File: src/sfcf_regs.vh
// Opcodes, status fields, protect bounds and timing counts
`ifndef SFCF_REGS_VH
`define SFCF_REGS_VH
`define SFCF_OP_WREN 8'h06
`define SFCF_OP_WRDI 8'h04
`define SFCF_OP_RDSR 8'h05
`define SFCF_OP_WRSR 8'h01
`define SFCF_OP_READ 8'h03
`define SFCF_OP_FREAD 8'h0b
`define SFCF_OP_PP 8'h02
`define SFCF_OP_SE 8'hd8
`define SFCF_OP_CE 8'hc7
`define SFCF_OP_PD 8'hb9
`define SFCF_OP_RPP 8'h53
`define SFCF_OP_FRPP 8'h5b
`define SFCF_OP_PPP 8'h52
`define SFCF_OP_EPP 8'hd5
`define SFCF_OP_RPD 8'hab
`define SFCF_OP_MID 8'h90
`define SFCF_OP_JID 8'h9f
`define SFCF_SR_BUSY 0
`define SFCF_SR_WEL 1
`define SFCF_SR_BP_LO 2
`define SFCF_SR_BP_HI 4
`define SFCF_SR_LOCK 7
`define SFCF_SR_WMASK 8'h9c
`define SFCF_END_16M 24'h1fffff
`define SFCF_END_8M 24'h0fffff
`define SFCF_B16_1 24'h1f0000
`define SFCF_B16_2 24'h1e0000
`define SFCF_B16_3 24'h1c0000
`define SFCF_B16_4 24'h180000
`define SFCF_B16_5 24'h100000
`define SFCF_B8_1 24'h0f0000
`define SFCF_B8_2 24'h0e0000
`define SFCF_B8_3 24'h0c0000
`define SFCF_B8_4 24'h080000
`define SFCF_PAGE_BYTES 256
`define SFCF_BUSY_NS 1000
`define SFCF_CLK_NS 10
`define SFCF_BUSY_CYC (`SFCF_BUSY_NS / `SFCF_CLK_NS)
`endif

File: src/sfcf_buf2.v
// Two-entry valid/ready buffer
`timescale 1ns/1ns
`default_nettype none
module sfcf_buf2 #(
  parameter W = 8
) (
  input wire clk,
  input wire rstn,
  input wire in_valid,
  output wire in_ready,
  input wire [W-1:0] in_data,
  output wire out_valid,
  input wire out_ready,
  output wire [W-1:0] out_data
);
  reg [W-1:0] mem [0:1];
  reg rd_ptr;
  reg wr_ptr;
  reg [1:0] count;
  wire push = in_valid && in_ready;
  wire pop = out_valid && out_ready;
  assign in_ready = (count != 2'd2);
  assign out_valid = (count != 2'd0);
  assign out_data = mem[rd_ptr];
  always @(posedge clk) begin
    if (!rstn) begin
      rd_ptr <= 1'b0;
      wr_ptr <= 1'b0;
      count <= 2'd0;
    end else begin
      if (push) begin
        mem[wr_ptr] <= in_data;
        wr_ptr <= ~wr_ptr;
      end
      if (pop)
        rd_ptr <= ~rd_ptr;
      if (push && !pop)
        count <= count + 2'd1;
      else if (pop && !push)
        count <= count - 2'd1;
    end
  end
endmodule // sfcf_buf2
`default_nettype wire

File: src/sfcf_front_end.v
// SPI serial flash instruction front end
`timescale 1ns/1ns
`default_nettype none
`include "sfcf_regs.vh"
// What this block does
// - 16M protect ranges per protect level bits
// - 8M protect ranges per protect level bits
// - Full-array protection also locks parameter page
// - Chip select fall starts opcode byte
// - Sample serial_in on rising edge, MSB first
// - Chip select rise completes the instruction
// - Reads may end after any bit
// - Writes need whole bytes else abort
// - While busy only status read accepted
// - Status read repeats status byte
// - Read 03h, three address bytes, stream data
// - Fast read adds one dummy byte
// - Page program even address, even nonzero byte count
// - Parameter page reads 53h/5Bh stream data
// - ABh wakes, repeats device code
// - 90h and 9Fh return identification bytes
// - 06h sets, 04h clears write enable latch
// - Status write alters only bits 7,4,3,2
// - Power-down ignores all but release
// - Lock bit with wp low blocks status write
module sfcf_front_end #(
  parameter IS_16M = 1'b1,
  parameter [7:0] MAKER_CODE = 8'ha5, // Arbitrary identity value
  parameter [7:0] TYPE_CODE = 8'h5a, // Arbitrary identity value
  parameter [7:0] DEV_CODE_8M = 8'h31, // Arbitrary identity value
  parameter [7:0] DEV_CODE_16M = 8'h32, // Arbitrary identity value
  parameter [7:0] CAP_8M = 8'h41, // Arbitrary identity value
  parameter [7:0] CAP_16M = 8'h42, // Arbitrary identity value
  parameter BUSY_CYCLES = `SFCF_BUSY_CYC
) (
  input wire clk,
  input wire rstn,
  input wire spi_clk,
  input wire cs_n,
  input wire serial_in,
  input wire wp_n,
  output reg serial_out,
  output reg serial_out_en,
  input wire [7:0] mem_rdata,
  output reg [23:0] byte_address,
  output reg mem_rd,
  output wire prog_valid,
  input wire prog_ready,
  output wire [7:0] prog_data,
  output reg [23:0] prog_addr,
  output reg prog_param,
  output reg prog_start,
  output reg erase_sector,
  output reg erase_chip,
  output reg erase_param,
  output reg [23:0] erase_addr,
  output reg write_enable_latch,
  output reg status_lock_bit,
  output reg protect_level_hi,
  output reg protect_level_mid,
  output reg protect_level_lo,
  output reg busy,
  output reg power_down,
  output reg aborted
);
  localparam ST_IDLE = 3'd0;
  localparam ST_OP = 3'd1;
  localparam ST_HDR = 3'd2;
  localparam ST_OUT = 3'd3;
  localparam ST_WDATA = 3'd4;
  localparam ST_IGNORE = 3'd5;
  // Three-stage pin synchronisers
  reg [2:0] sck_s;
  reg [2:0] cs_s;
  reg [2:0] din_s;
  reg [2:0] wp_s;
  reg sck_st;
  reg cs_st;
  always @(posedge clk) begin
    if (!rstn) begin
      sck_s <= 3'b000;
      cs_s <= 3'b111;
      din_s <= 3'b000;
      wp_s <= 3'b111;
      sck_st <= 1'b0;
      cs_st <= 1'b1;
    end else begin
      sck_s <= {sck_s[1:0], spi_clk};
      cs_s <= {cs_s[1:0], cs_n};
      din_s <= {din_s[1:0], serial_in};
      wp_s <= {wp_s[1:0], wp_n};
      if (sck_s[1] == sck_s[2])
        sck_st <= sck_s[2];
      if (cs_s[1] == cs_s[2])
        cs_st <= cs_s[2];
    end
  end
  wire sck_agree = (sck_s[1] == sck_s[2]);
  wire sck_rise = sck_agree && sck_s[2] && !sck_st;
  wire sck_fall = sck_agree && !sck_s[2] && sck_st;
  wire cs_agree = (cs_s[1] == cs_s[2]);
  wire cs_fall = cs_agree && !cs_s[2] && cs_st;
  wire cs_rise = cs_agree && cs_s[2] && !cs_st;
  wire din = din_s[2];
  wire wp_hi = wp_s[2];
  // Protected range decode
  wire [2:0] bp = {protect_level_hi, protect_level_mid, protect_level_lo};
  reg [23:0] prot_base;
  reg prot_none;
  reg prot_all;
  always @* begin
    prot_none = (bp == 3'b000);
    prot_all = 1'b0;
    prot_base = 24'h000000;
    if (IS_16M) begin
      case (bp)
        3'b001: prot_base = `SFCF_B16_1;
        3'b010: prot_base = `SFCF_B16_2;
        3'b011: prot_base = `SFCF_B16_3;
        3'b100: prot_base = `SFCF_B16_4;
        3'b101: prot_base = `SFCF_B16_5;
        3'b110, 3'b111: prot_all = 1'b1;
        default: prot_base = 24'h000000;
      endcase
    end else begin
      case (bp)
        3'b001: prot_base = `SFCF_B8_1;
        3'b010: prot_base = `SFCF_B8_2;
        3'b011: prot_base = `SFCF_B8_3;
        3'b100: prot_base = `SFCF_B8_4;
        3'b101, 3'b110, 3'b111: prot_all = 1'b1;
        default: prot_base = 24'h000000;
      endcase
    end
  end
  wire [23:0] top_addr = IS_16M ? `SFCF_END_16M : `SFCF_END_8M;
  function is_prot;
    input [23:0] a;
    begin
      is_prot = !prot_none && (prot_all || (a >= prot_base && a <= top_addr));
    end
  endfunction
  wire [7:0] status = {status_lock_bit, 2'b00, protect_level_hi,
    protect_level_mid, protect_level_lo, write_enable_latch, busy};
  // Instruction engine
  reg [2:0] state;
  reg [7:0] shreg;
  reg [2:0] bitcnt;
  reg [7:0] opcode;
  reg [2:0] hdr_left;
  reg [1:0] id_idx;
  reg [7:0] out_byte;
  reg [2:0] out_bit;
  reg [7:0] wrsr_byte;
  reg wrsr_got;
  reg [8:0] pp_count;
  reg [23:0] hdr_addr;
  reg [15:0] busy_cnt;
  reg buf_in_valid;
  reg [7:0] buf_in_data;
  wire buf_in_ready;
  wire [7:0] next_shreg = {shreg[6:0], din};
  wire byte_done = sck_rise && (bitcnt == 3'd7);
  wire dev_code_sel = IS_16M;
  wire [7:0] dev_code = dev_code_sel ? DEV_CODE_16M : DEV_CODE_8M;
  wire [7:0] cap_code = dev_code_sel ? CAP_16M : CAP_8M;
  function [2:0] hdr_len;
    input [7:0] op;
    begin
      case (op)
        `SFCF_OP_READ, `SFCF_OP_PP, `SFCF_OP_SE,
        `SFCF_OP_RPP, `SFCF_OP_PPP, `SFCF_OP_RPD,
        `SFCF_OP_MID: hdr_len = 3'd3;
        `SFCF_OP_FREAD, `SFCF_OP_FRPP: hdr_len = 3'd4;
        `SFCF_OP_WRSR: hdr_len = 3'd1;
        default: hdr_len = 3'd0;
      endcase
    end
  endfunction
  // Byte to drive next on the output for the current read opcode
  reg [7:0] next_out;
  always @* begin
    case (opcode)
      `SFCF_OP_RDSR: next_out = status;
      `SFCF_OP_RPD: next_out = dev_code;
      `SFCF_OP_MID: next_out = (id_idx == 2'd0) ? MAKER_CODE : dev_code;
      `SFCF_OP_JID: next_out = (id_idx == 2'd0) ? MAKER_CODE :
        (id_idx == 2'd1) ? TYPE_CODE : cap_code;
      default: next_out = mem_rdata;
    endcase
  end
  wire is_write_op = (opcode == `SFCF_OP_WREN) || (opcode == `SFCF_OP_WRDI)
    || (opcode == `SFCF_OP_WRSR) || (opcode == `SFCF_OP_PP)
    || (opcode == `SFCF_OP_SE) || (opcode == `SFCF_OP_CE)
    || (opcode == `SFCF_OP_PD) || (opcode == `SFCF_OP_PPP)
    || (opcode == `SFCF_OP_EPP);
  wire wrsr_allowed = !(status_lock_bit && !wp_hi);
  wire param_locked = prot_all;
  always @(posedge clk) begin
    if (!rstn) begin
      state <= ST_IDLE;
      shreg <= 8'h00;
      bitcnt <= 3'd0;
      opcode <= 8'h00;
      hdr_left <= 3'd0;
      id_idx <= 2'd0;
      out_byte <= 8'h00;
      out_bit <= 3'd0;
      wrsr_byte <= 8'h00;
      wrsr_got <= 1'b0;
      pp_count <= 9'h000;
      hdr_addr <= 24'h000000;
      busy_cnt <= 16'h0000;
      serial_out <= 1'b0;
      serial_out_en <= 1'b0;
      byte_address <= 24'h000000;
      mem_rd <= 1'b0;
      prog_addr <= 24'h000000;
      prog_param <= 1'b0;
      prog_start <= 1'b0;
      erase_sector <= 1'b0;
      erase_chip <= 1'b0;
      erase_param <= 1'b0;
      erase_addr <= 24'h000000;
      write_enable_latch <= 1'b0;
      status_lock_bit <= 1'b0;
      protect_level_hi <= 1'b0;
      protect_level_mid <= 1'b0;
      protect_level_lo <= 1'b0;
      busy <= 1'b0;
      power_down <= 1'b0;
      aborted <= 1'b0;
      buf_in_valid <= 1'b0;
      buf_in_data <= 8'h00;
    end else begin
      mem_rd <= 1'b0;
      prog_start <= 1'b0;
      erase_sector <= 1'b0;
      erase_chip <= 1'b0;
      erase_param <= 1'b0;
      aborted <= 1'b0;
      if (buf_in_valid && buf_in_ready)
        buf_in_valid <= 1'b0;
      // Internal cycle timer, clears the write enable latch when done
      if (busy) begin
        if (busy_cnt == 16'h0000) begin
          busy <= 1'b0;
          write_enable_latch <= 1'b0;
        end else
          busy_cnt <= busy_cnt - 16'h0001;
      end
      if (sck_rise && state != ST_IDLE) begin
        shreg <= next_shreg;
        bitcnt <= bitcnt + 3'd1;
      end
      if (cs_fall) begin
        state <= ST_OP;
        bitcnt <= 3'd0;
        wrsr_got <= 1'b0;
        pp_count <= 9'h000;
        id_idx <= 2'd0;
      end else if (cs_rise) begin
        state <= ST_IDLE;
        serial_out_en <= 1'b0;
        // A frame cut inside the opcode byte must not replay the last opcode
        if (is_write_op && state != ST_IGNORE && state != ST_OUT
            && state != ST_OP && state != ST_IDLE) begin
          if (bitcnt != 3'd0)
            aborted <= 1'b1;
          else if (opcode == `SFCF_OP_WREN)
            write_enable_latch <= 1'b1;
          else if (opcode == `SFCF_OP_WRDI)
            write_enable_latch <= 1'b0;
          else if (opcode == `SFCF_OP_PD)
            power_down <= 1'b1;
          else if (write_enable_latch) begin
            if (opcode == `SFCF_OP_WRSR && wrsr_got && wrsr_allowed) begin
              status_lock_bit <= wrsr_byte[`SFCF_SR_LOCK];
              {protect_level_hi, protect_level_mid, protect_level_lo}
                <= wrsr_byte[`SFCF_SR_BP_HI:`SFCF_SR_BP_LO];
              busy <= 1'b1;
              busy_cnt <= BUSY_CYCLES[15:0];
            end else if (opcode == `SFCF_OP_SE && state == ST_WDATA
                && !is_prot(hdr_addr)) begin
              erase_sector <= 1'b1;
              erase_addr <= hdr_addr;
              busy <= 1'b1;
              busy_cnt <= BUSY_CYCLES[15:0];
            end else if (opcode == `SFCF_OP_CE && prot_none) begin
              erase_chip <= 1'b1;
              busy <= 1'b1;
              busy_cnt <= BUSY_CYCLES[15:0];
            end else if (opcode == `SFCF_OP_EPP && !param_locked) begin
              erase_param <= 1'b1;
              busy <= 1'b1;
              busy_cnt <= BUSY_CYCLES[15:0];
            end else if ((opcode == `SFCF_OP_PP || opcode == `SFCF_OP_PPP)
                && pp_count != 9'h000 && !pp_count[0] && !prog_addr[0]
                && (prog_param ? !param_locked : !is_prot(prog_addr))) begin
              prog_start <= 1'b1;
              busy <= 1'b1;
              busy_cnt <= BUSY_CYCLES[15:0];
            end
          end
        end
      end else begin
        case (state)
          ST_OP: begin
            if (byte_done) begin
              opcode <= next_shreg;
              hdr_left <= hdr_len(next_shreg);
              hdr_addr <= 24'h000000;
              if (power_down && next_shreg != `SFCF_OP_RPD)
                state <= ST_IGNORE;
              else if (busy && next_shreg != `SFCF_OP_RDSR)
                state <= ST_IGNORE;
              else if (next_shreg == `SFCF_OP_RDSR
                  || next_shreg == `SFCF_OP_JID) begin
                state <= ST_OUT;
                out_bit <= 3'd0;
                out_byte <= (next_shreg == `SFCF_OP_RDSR) ? status
                  : MAKER_CODE;
                id_idx <= 2'd0;
              end else if (hdr_len(next_shreg) != 3'd0)
                state <= ST_HDR;
              else
                state <= ST_WDATA;
            end
          end
          ST_HDR: begin
            if (byte_done) begin
              hdr_left <= hdr_left - 3'd1;
              if (opcode == `SFCF_OP_WRSR) begin
                wrsr_byte <= next_shreg & `SFCF_SR_WMASK;
                wrsr_got <= 1'b1;
                state <= ST_WDATA;
              end else begin
                // The dummy byte of the fast reads stays out of the address
                if (hdr_left != 3'd1 || hdr_len(opcode) != 3'd4)
                  hdr_addr <= {hdr_addr[15:0], next_shreg};
                if (hdr_left == 3'd1) begin
                  if (opcode == `SFCF_OP_PP || opcode == `SFCF_OP_PPP) begin
                    state <= ST_WDATA;
                    prog_addr <= {(opcode == `SFCF_OP_PPP) ? 16'h0000
                      : hdr_addr[15:0], next_shreg};
                    prog_param <= (opcode == `SFCF_OP_PPP);
                  end else if (opcode == `SFCF_OP_SE)
                    state <= ST_WDATA;
                  else begin
                    state <= ST_OUT;
                    out_bit <= 3'd0;
                    power_down <= 1'b0;
                    if (opcode == `SFCF_OP_READ)
                      byte_address <= {hdr_addr[15:0], next_shreg};
                    else if (opcode == `SFCF_OP_FREAD)
                      byte_address <= hdr_addr;
                    else if (opcode == `SFCF_OP_RPP)
                      byte_address <= {16'h0000, next_shreg};
                    else if (opcode == `SFCF_OP_FRPP)
                      byte_address <= {16'h0000, hdr_addr[7:0]};
                    mem_rd <= 1'b1;
                    id_idx <= 2'd0;
                  end
                end
              end
            end
          end
          ST_OUT: begin
            // Load each byte once its fetch has returned
            if (mem_rd)
              out_byte <= next_out;
            if (sck_fall) begin
              serial_out_en <= 1'b1;
              serial_out <= out_byte[3'd7 - out_bit];
              out_bit <= out_bit + 3'd1;
              if (out_bit == 3'd7) begin
                id_idx <= (id_idx == 2'd2) ? 2'd2 : id_idx + 2'd1;
                byte_address <= byte_address + 24'h000001;
                mem_rd <= 1'b1;
              end
            end
          end
          ST_WDATA: begin
            if (byte_done && (opcode == `SFCF_OP_PP
                || opcode == `SFCF_OP_PPP)) begin
              if (!prog_addr[0] && (opcode == `SFCF_OP_PPP ? !param_locked
                  : !is_prot(prog_addr)) && write_enable_latch) begin
                buf_in_valid <= 1'b1;
                buf_in_data <= next_shreg;
              end
              pp_count <= pp_count + 9'h001;
            end
          end
          default: state <= state;
        endcase
      end
    end
  end
  sfcf_buf2 #(
    .W(8)
  ) u_prog_buf (
    .clk(clk),
    .rstn(rstn),
    .in_valid(buf_in_valid),
    .in_ready(buf_in_ready),
    .in_data(buf_in_data),
    .out_valid(prog_valid),
    .out_ready(prog_ready),
    .out_data(prog_data)
  );
endmodule // sfcf_front_end
`default_nettype wire

File: config.mk
export PLATFORM = sky130hd
export DESIGN_NAME = sfcf_front_end
export DESIGN_NICKNAME = d
export VERILOG_FILES = /design/src/sfcf_buf2.v /design/src/sfcf_front_end.v
export VERILOG_INCLUDE_DIRS = /design/src /design/src/src
export SDC_FILE = /design/constraint.sdc
export NUM_CORES = 1
export LEC_CHECK = 0
export BUFFER_PORTS_ARGS = -buffer_cell sky130_fd_sc_hd__buf_4
export CORE_ASPECT_RATIO = 0.6
export CORE_MARGIN = 2
export CORE_UTILIZATION = 50
export DETAILED_ROUTE_END_ITERATION = 8
export GPL_ROUTABILITY_DRIVEN = 0
export PLACE_DENSITY_LB_ADDON = 0.05
export SETUP_SLACK_MARGIN = 0.5
export SLEW_MARGIN = 20
export SYNTH_ARGS = -nofsm -noshare
export SYNTH_HDL_FRONTEND = slang
export SYNTH_SLANG_ARGS = --single-unit
File: constraint.sdc
create_clock -name clk -period 3.7 [get_ports clk]
set_input_delay 0.37 -clock clk [delete_from_list [all_inputs] [get_ports clk]]
set_output_delay 0.37 -clock clk [all_outputs]
set_load 0.05 [all_outputs]
==> metrics.md <==
| Metric | Value |
|---|---|
| Async set or reset register ratio after synthesis | `0%` |
| Max-slew violation count | `0` |
| Multi-input logic area | `6080 um2` |
| DRT antenna net count | `0` |
| WL/cell | `19.8 um` |
| Final setup violating endpoints | `0` |
| WS Path Type | `flip-flop to flip-flop` |
| Starting Density | `50.9%` |
| Layout area overhead | `16.4%` |
| Comb pwr share | `3.0%` |
| Crit path max-delay family | `simple AND/OR/NAND/NOR gates` |
| Worst hold path endpoint | `wp_s[0]` |
| Unrepaired setup endpoints after global routing | `no` |
| Crit path time final | `2.96 ns` |
| PortBufs | `111` |
| Cells after Synth | `1308` |
| Setup Skew | `0.0171 ns` |
| EDFF count, synth | `16` |
| Largest net degree at the start of global routing | `90` |
| Synth cell types | `86` |
| PwrDens | `387 nW/um2` |
| FF-to-FF setup slack | `0.74 ns` |
| Post-Syn Area per Cell | `8.56 um2` |
| Final hold slack | `0.0421 ns` |
| Crit path max-delay cell type | `dfxtp_2` |
| Fill cell count | `2020` |
| Layout Nets | `1423` |
| Remaining Overflow, GRT | `0` |
| Initial antenna violation count | `0` |
| Number of remaining DRC errors | `0` |
| Worst Path Required | `4.16 ns` |
| Synthesized flop and latch total | `223` |
| P_leak | `0.00490 uW` |
| Routed WL | `33200 um` |
| Clk_lat worst skew | `0.52 ns` |
| Die X | `197 um` |
| Buf/Inv on CP | `1` |
| Crit-path max FO | `13` |
| Crit start category | `flip-flop` |
| Area leader, netlist | `dfxtp_1` |
| Clock Power Share | `48.5%` |
| Mapped cell area | `11200 um2` |
| H-tree depth | `1` |
| CP startpoint | `protect_level_lo` |
| R2R cell count | `9` |
| CTS sink count | `223` |
| Final Cell Area | `13000 um2` |
| Setup Buffers After CTS | `0` |
| Status | `completed` |
| Sw power | `1070 uW` |
| DRT Pass-1 Iters | `5` |
| First-pass GRT wire length | `52500 um` |
| Share of power burned in registers | `48.5%` |
| Hold Path Depth | `2` |
| CTS tree | `yes` |
| Setup Slack @ Placement | `0.569 ns` |
| Crit share post-route | `80.0%` |
| Vias per cell | `6.04` |
| Hold path startpoint | `wp_n` |
| Top cells by area, synth | `dfxtp_1, nand2_1, mux2i_1` |
| Clock root cell | `clkbuf_16` |
| Yosys warns | `0` |
| Total Neg Setup Slack | `0 ns` |
| Max-slew headroom | `35.7%` |
| Arrival time worst endpoint | `3.42 ns` |
| Final hold violation count | `0` |
| Rows | `42` |
| Dominant synthesized flop cell | `dfxtp_1` |
| Net count after synthesis | `1352` |
| CTS buffer count | `22` |
| Fmax | `0.338 GHz` |
| N_diodes | `0` |
| Post-synth top cells | `dfxtp_1, nand2_1, a21oi_1` |
| Most frequent cell after synthesis | `dfxtp_1` |
| R2R Path End | `busy_cnt[4]` |
| Setup slack after layout | `0.740 ns` |
| Clock Pin Slew Worst Setup and Hold Paths | `0.07 ns` |
| I/O pin count | `112` |
| Total Die Area | `23600 um2` |
| Crit path capture type | `flip-flop` |
| Deepest clock path buffer count | `3` |
| HPWL after DPL | `23400 um` |
| Vias post-DR | `10.1k` |
| Die height | `120 um` |
| RR Startpoint | `protect_level_lo` |
| Synth top area share | `37.0%` |
| Post-DP Area | `12200 um2` |
| Sequential share of the synthesized area | `41.3%` |
| CP peak stage delay | `0.52 ns` |
| Number of global-route vias before repair | `9223` |
| Core Area | `22000 um2` |
| Cell-internal power | `3970 uW` |
| Critical-path cell list | `nor3b_1 > ha_1 > nor4bb_1 > nand3_1 > o211a_1 > o31a_1 > o32ai_1 > buf_4 > and2_1` |
| HP Class | `input port to flip-flop` |
| Layout cell share with drive strength beyond 1 | `16.2%` |
| Worst IR Drop VDD | `274 uV` |
| Initial DRC Count | `1006` |
| Max Cap Viol | `0` |
| Post-cts hold buffer count | `0` |
| Sw frac | `21.3%` |
| FF+latch area | `4630 um2` |
| Least-Margin Pin Slew | `0.956 ns` |
| GR Util All Layers | `27.9%` |
-- power by group through the flow --
stage | Sequential, uW | Clock (uW) | Combinational [uW]
6_report | 2450 | 2450 | 153
5_1_grt | 2450 | 2600 | 166
4_1_cts | 2450 | 2480 | 153
3_5_place_dp | 2500 | 0 | 153
3_3_place_gp | 2500 | 0 | 152
2_1_floorplan | 2490 | 0 | 110
-- worst register-to-register path: cells and delay by family (launching register included) --
family | cells | cell delay (ns)
AO/OA/AOI/OAI | 3 | 0.96
adder cells (fa/ha/maj) | 1 | 0.19
buffers and inverters | 1 | 0.24
flip-flops | 1 | 0.52
AND/OR/NAND/NOR | 4 | 0.99
-- sequential cells by signal, summed over array words and instances (netlist names), 4 cells and up, named ones only --
register / cells
prog_addr: 24
shreg: 7
out_byte: 8
pp_count: 9
opcode: 8
u_prog_buf.mem: 16
byte_address: 24
busy_cnt: 16
hdr_addr: 24
erase_addr: 24
wrsr_byte: 4
buf_in_data: 8
-- final cells by class --
| cell class | instances | share of cell area [%] |
|---|---|---|
| clock buffers | 29 | 4.90 |
| clock inverters | 8 | 1.16 |
| inverters | 32 | 0.922 |
| multi-input cells | 960 | 46.6 |
| flip-flops and latches | 223 | 35.5 |
| well taps | 286 | 2.75 |
| repair buffers | 140 | 8.12 |
-- how the worst max path moves through the flow --
stage               cells past startpoint            end  slack, ns
floorplan                              11   busy_cnt[10]       0.62
global placement                        8           busy       0.51
detailed placement                      8           busy       0.57
CTS                                     8           busy       0.54
global route                           10  erase_addr[9]       0.60
finish                                  9    busy_cnt[4]       0.74
-- kinds of logic (layout without fill, tap and decap cells) --
family | after synthesis | after routing | share of synthesized area (%)
AND/OR/NAND/NOR | 555 | 555 | 25.3
AO/OA/AOI/OAI | 272 | 272 | 16.1
flip-flops | 223 | 223 | 41.3
buffers and inverters | 125 | 209 | 4.74
multiplexers | 75 | 75 | 7.05
adder cells (fa/ha/maj) | 29 | 29 | 3.24
XOR/XNOR | 29 | 29 | 2.27
-- what timing repair did --
| item | 4_1_cts | 5_1_grt |
|---|---|---|
| setup endpoints to repair | 0 | 40 |
| hold endpoints to repair | 0 | 0 |
| gates resized for setup | 0 | 5 |
-- metal layers --
layer	vias to the layer above	share of wire [%]	GRT usage, %
li1	4860	-	-
met1	4805	51	45.9
met2	434	38	36.0
met3	38	9.9	6.52
met4	0	1.3	4.75
met5	-	0	0
-- cell usage in the layout, fill, tap and decap left out, types with 14 or more instances in the layout --
cell type,n
o22ai_1,16
nand2_1,185
a22oi_1,14
nand4_1,15
inv_1,31
mux2i_1,62
a31oi_1,20
and2_1,24
nor2_1,93
and3_1,14
o21ai_0,33
buf_4,139
a21oi_1,103
clkbuf_16,23
dfxtp_1,206
nor4_1,14
ha_1,29
nand2b_1,17
edfxtp_1,16
nand3_1,78
xor2_1,20
nor3_1,37
-- stage by stage --
| stage | instances | total power (uW) | util, % |
|---|---|---|---|
| after floorplan | 1308 | 2600 | - |
| after global placement | 1641 | 2650 | 55.5 |
| after detailed placement | 1641 | 2650 | 55.5 |
| after CTS | 1678 | 5080 | 59.1 |
| after global routing | 1678 | 5210 | 59.2 |
| final | 1678 | 5050 | 59.2 |
No activity file was read; power rests on OpenSTA's default activity.
